==> config.mk <==
export PLATFORM = sky130hd
export DESIGN_NAME = adc_operating_mode_control
export DESIGN_NICKNAME = d
export VERILOG_FILES = /design/src/design/adc_mode_pkg.sv /design/src/design/adc_operating_mode_control.sv
export VERILOG_INCLUDE_DIRS = /design/src /design/src/design
export SDC_FILE = /design/constraint.sdc
export NUM_CORES = 1
export LEC_CHECK = 0
export ABC_AREA = 1
export BUFFER_PORTS_ARGS = -buffer_cell sky130_fd_sc_hd__buf_2
export CORE_ASPECT_RATIO = 0.75
export CORE_UTILIZATION = 50
export DETAILED_ROUTE_END_ITERATION = 10
export PLACE_DENSITY = 0.73
export SKIP_LAST_GASP = 1
export SYNTH_ARGS = -nofsm -noshare
export SYNTH_HDL_FRONTEND = slang
export SYNTH_SLANG_ARGS = --single-unit
==> constraint.sdc <==
create_clock -name clock -period 6 [get_ports clock]
set_input_delay 0.6 -clock clock [delete_from_list [all_inputs] [get_ports clock]]
set_output_delay 0.6 -clock clock [all_outputs]
set_load 0.005 [all_outputs]
==> src/design/adc_mode_defines.svh <==
// Mode codes, conversion constants and timing counts of the operating-mode controller.
`ifndef ADC_MODE_DEFINES_SVH
`define ADC_MODE_DEFINES_SVH
`define MODE_CONTINUOUS   3'h0
`define MODE_SINGLE       3'h1
`define MODE_IDLE         3'h2
`define MODE_POWER_DOWN   3'h3
`define MODE_INT_ZERO_CAL 3'h4
`define MODE_INT_FULL_CAL 3'h5
`define MODE_SYS_ZERO_CAL 3'h6
`define MODE_SYS_FULL_CAL 3'h7
`define MOD_CLOCK_DIV     16
`define DECIMATION        64
`define RATE_CODE_MAX     1023
`define SETTLE_CONVS      4
`define RESULT_BITS       24
`define CLOCK_PERIOD_PS   5000
`define CLOCK_SETTLE_US   1000
`define CLOCK_SETTLE_CYCLES ((`CLOCK_SETTLE_US * 1000000) / `CLOCK_PERIOD_PS)
`endif

==> src/design/adc_mode_pkg.sv <==
// Types shared by the operating-mode controller.
package adc_mode_pkg;
  typedef enum logic [2:0] {
    ST_CONT,
    ST_WAKE,
    ST_SINGLE,
    ST_POWER_DOWN,
    ST_IDLE,
    ST_CAL
  } op_state_t;

  typedef struct packed {
    logic [2:0]  mode;
    op_state_t   state;
    logic [3:0]  mod_div;
    logic [15:0] dec_cnt;
    logic [2:0]  settle_cnt;
    logic [17:0] wake_cnt;
    logic        ready_n;
    logic [23:0] data;
    logic [23:0] shift;
    logic [4:0]  bits_left;
    logic        shifting;
    logic [2:0]  sclk_sync;
    logic        sclk_level;
    logic        filter_rst;
    logic        offset_we;
    logic        full_we;
    logic [23:0] coeff;
    logic [7:0]  coeff_channel;
  } ctrl_state_t;

  typedef struct packed {
    logic        valid;
    logic [23:0] value;
  } coeff_write_t;
endpackage

==> src/design/adc_operating_mode_control.sv <==
// Operating-mode controller: conversion timing, ready signalling, readout and calibration.
// Function
// - Mode 000 is the reset default; results are converted and stored without stopping.
// - A finished conversion drives the ready bit low, and the data/ready pin too unless a readout is shifting.
// - With continuous read set, each new result that arrives while no readout is shifting shifts out on serial clock pulses.
// - Without continuous read, a read request makes the device shift out the result.
// - After reset or reconfiguration the first result waits a full filter settling time.
// - Single mode powers up, waits up to 1 ms, then does one settled conversion.
// - After a single conversion store, ready low, power down; hold until read.
// - Idle mode holds filter and modulator in reset while modulator clocks run.
// - Power-down stops all but the bridge switch; a selected crystal keeps running.
// - Internal zero-scale calibration shorts the input and stores the channel offset.
// - Ready goes high when calibration starts and low when it completes.
// - Every calibration ends by switching automatically to idle mode.
// - Internal full-scale calibration applies full scale and stores the channel full-scale.
// - System zero-scale calibration stores the offset measured on the selected channel.
// - System full-scale calibration stores the full-scale measured on the selected channel.
// - Result rate is modulator clock over 64 over the rate code; modulator is clock/16.
`timescale 1ns/1ps
`include "adc_mode_defines.svh"
module adc_operating_mode_control #(
  parameter int WAKE_CYCLES  = `CLOCK_SETTLE_CYCLES,
  parameter int SETTLE_CONVS = `SETTLE_CONVS
) (
  input  wire logic        clock,
  input  wire logic        reset,
  input  wire logic        mode_write,
  input  wire logic        mode_select_msb,
  input  wire logic        mode_select_mid,
  input  wire logic        mode_select_lsb,
  input  wire logic        continuous_read_enable,
  input  wire logic [7:0]  channel_select_bits,
  input  wire logic [9:0]  rate_divider_code,
  input  wire logic        crystal_selected,
  input  wire logic        read_request,
  input  wire logic        sclk_pin,
  input  wire logic [23:0] filter_result,
  output logic             dout_ready_n,
  output logic             ready_n,
  output logic [23:0]      data_reg,
  output logic [2:0]       mode_now,
  output logic             filter_reset,
  output logic             core_power_down,
  output logic             oscillator_enable,
  output logic             input_short,
  output logic             full_scale_apply,
  output adc_mode_pkg::coeff_write_t offset_write,
  output adc_mode_pkg::coeff_write_t full_scale_write,
  output logic [7:0]       coeff_channel
);

  // Elaboration refuses counts that the wake and settling counters cannot hold.
  if (WAKE_CYCLES < 1 || WAKE_CYCLES > 262143 || SETTLE_CONVS < 1 || SETTLE_CONVS > 7) begin
    $error("Unsupported wake or settling count.");
  end

  localparam logic [17:0] WAKE_LOAD   = 18'(WAKE_CYCLES - 1);
  localparam logic [2:0]  SETTLE_LOAD = 3'(SETTLE_CONVS);

  adc_mode_pkg::ctrl_state_t r;
  adc_mode_pkg::ctrl_state_t n;
  logic [2:0] mode_in;
  logic       sclk_fall;
  logic       mod_tick;
  logic       running;
  logic       conv_done;
  logic       settled;
  logic       store;

  // Last modulator tick of one output period; a zero code is served as one.
  function automatic logic [15:0] conv_last(input logic [9:0] code);
    logic [9:0] c;
    c = (code == 10'h000) ? 10'h001 : code;
    return 16'(c * `DECIMATION - 1);
  endfunction

  // State reached by a freshly written mode field.
  function automatic adc_mode_pkg::op_state_t enter(input logic [2:0] m);
    case (m)
      `MODE_CONTINUOUS: enter = adc_mode_pkg::ST_CONT;
      `MODE_SINGLE:     enter = adc_mode_pkg::ST_WAKE;
      `MODE_IDLE:       enter = adc_mode_pkg::ST_IDLE;
      `MODE_POWER_DOWN: enter = adc_mode_pkg::ST_POWER_DOWN;
      default:          enter = adc_mode_pkg::ST_CAL;
    endcase
  endfunction

  assign mode_in = {mode_select_msb, mode_select_mid, mode_select_lsb};

  // Next-state logic for every register of the block.
  always_comb begin
    n            = r;
    n.filter_rst = 1'b0;
    n.offset_we  = 1'b0;
    n.full_we    = 1'b0;
    // The pin clock counts only once the second and third stages agree.
    n.sclk_sync  = {r.sclk_sync[1:0], sclk_pin};
    if (r.sclk_sync[1] == r.sclk_sync[2]) begin
      n.sclk_level = r.sclk_sync[2];
    end
    sclk_fall = r.sclk_level & ~n.sclk_level;
    // Modulator tick every 16 clocks; one result per 64 x rate code ticks.
    n.mod_div = 4'(r.mod_div + 4'h1);
    mod_tick  = (r.mod_div == 4'(`MOD_CLOCK_DIV - 1));
    running   = (r.state == adc_mode_pkg::ST_CONT) || (r.state == adc_mode_pkg::ST_SINGLE) ||
                (r.state == adc_mode_pkg::ST_CAL);
    conv_done = running && mod_tick && (r.dec_cnt == conv_last(rate_divider_code));
    if (running && mod_tick) begin
      n.dec_cnt = conv_done ? 16'h0000 : 16'(r.dec_cnt + 16'h0001);
    end
    // Results before the filter has settled are discarded.
    settled = conv_done && (r.settle_cnt <= 3'h1);
    if (conv_done && r.settle_cnt != 3'h0) begin
      n.settle_cnt = 3'(r.settle_cnt - 3'h1);
    end
    store = 1'b0;
    // Serial readout shifts one bit per falling serial clock edge.
    if (r.shifting && sclk_fall) begin
      n.shift     = {r.shift[22:0], 1'b0};
      n.bits_left = 5'(r.bits_left - 5'h01);
      if (r.bits_left == 5'h01) begin
        n.shifting = 1'b0;
        n.ready_n  = 1'b1;
      end
    end
    if (read_request && !continuous_read_enable && !r.shifting) begin
      n.shift     = r.data;
      n.bits_left = 5'(`RESULT_BITS);
      n.shifting  = 1'b1;
    end
    case (r.state)
      adc_mode_pkg::ST_CONT: begin
        store = settled;
      end
      adc_mode_pkg::ST_WAKE: begin
        // Clock power-up wait before the single conversion.
        if (r.wake_cnt == 18'h00000) begin
          n.state = adc_mode_pkg::ST_SINGLE;
        end else begin
          n.wake_cnt = 18'(r.wake_cnt - 18'h00001);
        end
      end
      adc_mode_pkg::ST_SINGLE: begin
        store = settled;
        if (settled) begin
          n.state = adc_mode_pkg::ST_POWER_DOWN;
        end
      end
      adc_mode_pkg::ST_CAL: begin
        if (settled) begin
          n.coeff         = filter_result;
          n.coeff_channel = channel_select_bits;
          n.offset_we     = !r.mode[0];
          n.full_we       = r.mode[0];
          n.state         = adc_mode_pkg::ST_IDLE;
          n.mode          = `MODE_IDLE;
          n.ready_n       = 1'b0;
        end
      end
      default: begin
        n.dec_cnt = 16'h0000;
      end
    endcase
    // A new result beats a readout finishing in the same cycle.
    if (store) begin
      n.data    = filter_result;
      n.ready_n = 1'b0;
      if (continuous_read_enable && !r.shifting) begin
        n.shift     = filter_result;
        n.bits_left = 5'(`RESULT_BITS);
        n.shifting  = 1'b1;
      end
    end
    // A mode write abandons counting, readout and coefficient writes and restarts from a clean filter.
    if (mode_write) begin
      n.mode       = mode_in;
      n.state      = enter(mode_in);
      n.dec_cnt    = 16'h0000;
      n.settle_cnt = SETTLE_LOAD;
      n.wake_cnt   = WAKE_LOAD;
      n.filter_rst = 1'b1;
      n.shifting   = 1'b0;
      n.offset_we  = 1'b0;
      n.full_we    = 1'b0;
      if (mode_in[2]) begin
        n.ready_n = 1'b1;
      end
    end
  end

  // State register; reset lands in continuous conversion with settling pending.
  always_ff @(posedge clock or posedge reset) begin
    if (reset) begin
      r            <= '0;
      r.mode       <= `MODE_CONTINUOUS;
      r.state      <= adc_mode_pkg::ST_CONT;
      r.settle_cnt <= SETTLE_LOAD;
      r.ready_n    <= 1'b1;
      // The serial clock idles high, so no false falling edge follows reset.
      r.sclk_sync  <= 3'h7;
      r.sclk_level <= 1'b1;
    end else begin
      r <= n;
    end
  end

  // The shared pin carries data while shifting and the ready level otherwise.
  assign dout_ready_n      = r.shifting ? r.shift[23] : r.ready_n;
  assign ready_n           = r.ready_n;
  assign data_reg          = r.data;
  assign mode_now          = r.mode;
  assign filter_reset      = r.filter_rst || (r.state == adc_mode_pkg::ST_IDLE) ||
                             (r.state == adc_mode_pkg::ST_POWER_DOWN) ||
                             (r.state == adc_mode_pkg::ST_WAKE);
  assign core_power_down   = (r.state == adc_mode_pkg::ST_POWER_DOWN);
  assign oscillator_enable = !core_power_down || crystal_selected;
  assign input_short       = (r.state == adc_mode_pkg::ST_CAL) &&
                             (r.mode == `MODE_INT_ZERO_CAL);
  assign full_scale_apply  = (r.state == adc_mode_pkg::ST_CAL) &&
                             (r.mode == `MODE_INT_FULL_CAL);
  assign offset_write      = '{valid: r.offset_we, value: r.coeff};
  assign full_scale_write  = '{valid: r.full_we, value: r.coeff};
  assign coeff_channel     = r.coeff_channel;
endmodule

* Word-level counts from Yosys, hierarchy flattened
Index checks and enable logic that the tools add are counted.
** Cells by class
- Equality and inequality tests :: 19
- Mux-type cells :: 32
- Reductions and logical operators :: 36
- Magnitude comparators :: 1
- Bitwise logic cells :: 2
- $add $sub $neg :: 6
** Operator list (number)
- $mux 30 :: 3
- $mux 34 :: 2
- $mux 55 :: 1
- $mux 16 :: 3
- $mux 38 :: 1
- $mux 18 :: 2
- $logic_not 18->1 :: 1
- $sub 18x1->18 const B :: 1
- $add 16x1->16 const B :: 1
- $eq 16x16->1 :: 1
- $sub 16x1->16 const B :: 1
- $mux 3 :: 5
- $eq 3x2->1 const B :: 4
- $eq 3x3->1 const B :: 4
- $mux 6 :: 2
- $pmux 3 s4 :: 1
- $logic_and 1x1->1 :: 10
- $logic_not 10->1 :: 1
- $mux 1 :: 10
- $mux 10 :: 1
- $ne 3x3->1 const B :: 3
- $pmux 3 s3 :: 1
- $reduce_bool 2->1 :: 4
- $eq 3x1->1 const B :: 2
- other kinds (20) :: 31
** Storage, ports and cells
- Word-level logic and storage cells :: 114
- Input port bits :: 52
- Register bits after elaboration :: 141

* Depth between registers and ports, before layout
- Depth after elaboration :: 11
- Gate-level depth with buffers :: 21
- Mapped depth without buffers :: 18

* Worst setup path after synthesis
OpenSTA, ideal clock, no wires.
- Kind :: input to register
- Start :: input port rate_divider_code[8]
- End :: register r, in the netlist data_reg[18]
- Library setup time :: 0.128 ns
- Stages on the path :: 19
- Arrival :: 2.789 ns
- Buffers on the path :: 3
- Slack :: 3.082 ns
- Path through :: clkbuf_2 -> nor2_1 -> nand3_1 -> nor2_1 -> nor2_1 -> ha_1 -> nand2_1 -> inv_1 -> nand2_1 -> xor2_1 -> nand3_1 -> nor2_1 -> nand4_2 -> nor2_4 -> nand2_1 -> buf_2 -> buf_6 -> nand2_1 -> o21ai_1
** Between the ends
- Word-level cells in the longest chain between the ends :: 7
** Ends and longest elaborated chain
- from (decl) :: RTL line adc_operating_mode_control.sv:33 : input wire logic [9:0] rate_divider_code,
- $logic_not 10->1 :: RTL line adc_operating_mode_control.sv:73 : c = (code == 10'h000) ? 10'h001 : code;
- $mux 10 (*) :: RTL line adc_operating_mode_control.sv:73
- $sub 16x1->16 (*) :: RTL line adc_operating_mode_control.sv:74 : return 16'(c * `DECIMATION - 1);
- $eq 16x16->1 (*) :: RTL line adc_operating_mode_control.sv:107 : conv_done = running && mod_tick && (r.dec_cnt == conv_last(rate_divider_code));
- $logic_and 1x1->1 (*) :: RTL line adc_operating_mode_control.sv:107
- $logic_and 1x1->1 (*) :: RTL line adc_operating_mode_control.sv:112 : settled = conv_done && (r.settle_cnt <= 3'h1);
- $mux 1 (*) :: RTL line adc_operating_mode_control.sv:131 : case (r.state)
- to (signal assigned) :: RTL line adc_operating_mode_control.sv:203 : r <= n;
- to (decl) :: RTL line adc_operating_mode_control.sv:60 : adc_mode_pkg::ctrl_state_t r;
Mark *: on every way between the ends. The rest lies on a longest branch, timed or not.
A chain may end at the register's enable or synchronous reset.

* Worst setup path in the final report
- Start :: input port rate_divider_code[4]
- End :: register r, in the netlist full_scale_write[19]
** Between the ends
- Word-level cells in the longest chain between the ends :: 7
** Ends and longest elaborated chain (RTL line)
- $logic_not 10->1 :: adc_operating_mode_control.sv:73
- $mux 10 (*) :: adc_operating_mode_control.sv:73
- $sub 16x1->16 (*) :: adc_operating_mode_control.sv:74
- $eq 16x16->1 (*) :: adc_operating_mode_control.sv:107
- $logic_and 1x1->1 (*) :: adc_operating_mode_control.sv:107
- $logic_and 1x1->1 (*) :: adc_operating_mode_control.sv:112
- $reduce_and 2->1 (no line) (*)
Marked as above.

==> results.py <==
metrics = {
    "run_status": {
        "status": "finished clean",
    },
    "sta": {
        "fin_ws_ns": 1.95,
        "fmax_mhz": 247,
        "hold_violations": 0,
        "slew_headroom": 0.258,
        "clock_skew_ns": 0.00811,
        "slew_viol_final": 0,
        "setup_tns_ns": 0,
        "grt_setup_unrepaired": "false",
        "fin_crit_sh": 0.676,
        "layout_min_cycle_time_ns": 4.05,
        "hold_ws_ns": 0.297,
        "worst_slew_pin_slew_ns": 1.11,
        "setup_viol": 0,
    },
    "detailed_routing": {
        "vias": 6437,
        "drtIter0Drc": 497,
        "drt_pass1_iterations": 5,
        "viasPerCell": 5.03,
        "wl_per_cell_microns": 13.2,
        "drc_errors": 0,
        "ant_nets": 0,
        "drt_wl_total_mm": 16.9,
    },
    "floorplanning": {
        "initial_utilization": 0.515,
        "io_pins": 144,
        "coreArea_sq_mm": 0.0154,
        "die-area_sq_mm": 0.0163,
        "die-height_microns": 111,
        "die_x_microns": 147,
        "num_rows": 39,
    },
    "clock_network": {
        "clk_pin_slew_ns": 0.06,
        "ctsLongestPathBuffers": 2,
        "clk_latency_ns": 0.43,
        "cts_buffers": 17,
        "cts.repair.resized": 0,
        "post_cts_buffers": 0,
        "cts_hold_repair.buffers": 0,
        "clock-sinks": 141,
        "htree_levels": 4,
        "cts_tree": "yes",
        "cts_root_buf": "clkbuf_16",
    },
    "global_routing": {
        "track_usage": 0.221,
        "grt_pass1_wl_mm": 28.7,
        "grt-ovfl-total": 0,
        "grt.met3_usage": 0.0564,
        "grtUsageMet2": 0.311,
        "grt_pass1_vias": 5805,
        "grt_max_degree": 104,
        "antenna_found_initial": 0,
        "top_usage_layer": "met1",
        "met1_usage": 0.336,
    },
    "cells_and_area": {
        "final.fill_count": 1423,
        "layout-drive-gt1-share": 0.180,
        "fin_area_sq_mm": 0.00864,
        "layout.nets": 1124,
        "largest_reg_flops": 77,
        "post-route-util": 0.562,
        "antenna_cells": 0,
        "layout_commonest_cell": "nand2_1",
        "area_delta_synth_final_pct": 9.17,
        "fin_cells": 1280,
        "final_cell_mix": "nand2_1, buf_2, dfrtp_1",
    },
    "worst_setup_path": {
        "rr_startpoint": "r[136]",
        "critPathKind": "input port to flop",
        "critPathArrivalTime_ns": 4.37,
        "r2r-end": "full_scale_write[19]",
        "critPathCaptureType": "flop",
        "rr_worst_depth": 11,
        "worstPathMaxFanout": 63,
        "rrSetupSlack_ns": 2.09,
        "required_ns": 6.32,
        "start_kind": "input port",
    },
    "yosys": {
        "ys_seq_area_frac": 0.447,
        "ys_seq_elements": 141,
        "synth_ff_type": "dfrtp_1",
        "synth.avg_cell_area_sq_um": 7.77,
        "async_reset_ff_frac": 1.00,
        "ys_types": 40,
        "ys_warn_count": 0,
        "synth_nets": 1080,
        "synth_edf_count": 0,
        "syn_area_sq_mm": 0.00792,
        "syn_inst": 1019,
    },
    "job": {
        "maxCapViolCount": 0,
    },
    "pwr": {
        "power_density_mw_per_mm2": 273,
        "power.total_mw": 2.36,
        "cellLeakagePower_nw": 4.59,
        "ir_worst_vdd_mv": 0.200,
    },
    "placement": {
        "dp.cells": 1249,
        "portBuffers": 143,
        "placed_cell_area_sq_mm": 0.00810,
        "routabilityCongestion": 0.857,
        "pre_cts_slack_ns": 1.46,
        "dp_hpwl_mm": 11.5,
    },
    "hold_path": {
        "min_path_type": "input port to flop",
        "min_from": "sclk_pin",
        "hold_end": "n[37]",
        "hold_depth": 1,
    },
}
[logic make-up (layout without fill, tap and decap cells)]
family,count (synthesis),in the layout,share of synthesized area
flops,141,141,0.447
buf+inv,250,306,0.165
mux,1,1,0.00126
compound gates,143,143,0.0978
fa+ha+maj,9,9,0.0142
simple gates,441,441,0.237
xor+xnor,34,34,0.0376
[cell usage after synthesis, drive strengths merged, types with 4 or more instances]
cell | count | area share
nand2 | 254 | 0.12
dfrtp | 135 | 0.43
inv | 126 | 0.060
o21ai | 111 | 0.073
buf | 98 | 0.093
nor2 | 70 | 0.035
nand3 | 67 | 0.044
clkbuf | 25 | 0.012
xor2 | 25 | 0.028
nand4 | 24 | 0.020
nor3 | 18 | 0.011
a21oi | 13 | 0.0082
o22ai | 10 | 0.0079
ha | 9 | 0.014
xnor2 | 9 | 0.010
dfstp | 6 | 0.020
nor4 | 4 | 0.0032
[power by group]
group	switching, mW	internal (mW)
clock	0.387	0.587
combinational	0.237	0.106
sequential	0.0405	1.00
total	0.664	1.70
[worst max-delay path by stage]
stage / slack, ns / depth (start not counted) / start / end
finish: 1.95 / 16 / rate_divider_code[4] / full_scale_write[19]
global route: 1.46 / 16 / rate_divider_code[8] / full_scale_write[1]
CTS: 1.93 / 16 / rate_divider_code[4] / full_scale_write[21]
detailed placement: 1.46 / 16 / rate_divider_code[4] / full_scale_write[23]
global placement: 1.56 / 16 / rate_divider_code[4] / full_scale_write[21]
floorplan: 1.63 / 1 / reset / coeff_channel[0]
[worst max-delay path, cell delays in order]
cell	delay, ns
buf_2	0.12
nor2_1	0.16
nand2_1	0.14
nor2_1	0.12
nor2_1	0.08
ha_1	0.24
nand2_1	0.15
inv_1	0.08
nand2_1	0.07
xor2_1	0.19
nand3_1	0.09
nor2_1	0.14
nand4_2	0.18
nor2_4	0.70
nand2_2	0.87
o21ai_0	0.40
[layer usage]
layer	vias to the layer above	wire length [microns]
li1	3247	-
met1	2994	8800
met2	180	6950
met3	16	993
met4	0	182
met5	-	0
[final cells by class]
| cell class | instances | area (sq um) | share of cell area |
|---|---|---|---|
| clock buffer | 25 | 475 | 0.0550 |
| clock inverter | 6 | 62.6 | 0.00724 |
| multi-input combinational | 628 | 3080 | 0.356 |
| tap | 205 | 256 | 0.0297 |
| inverter | 127 | 482 | 0.0557 |
| timing repair buffer | 148 | 753 | 0.0872 |
| sequential | 141 | 3540 | 0.409 |
No activity file was read; power rests on OpenSTA's default activity.
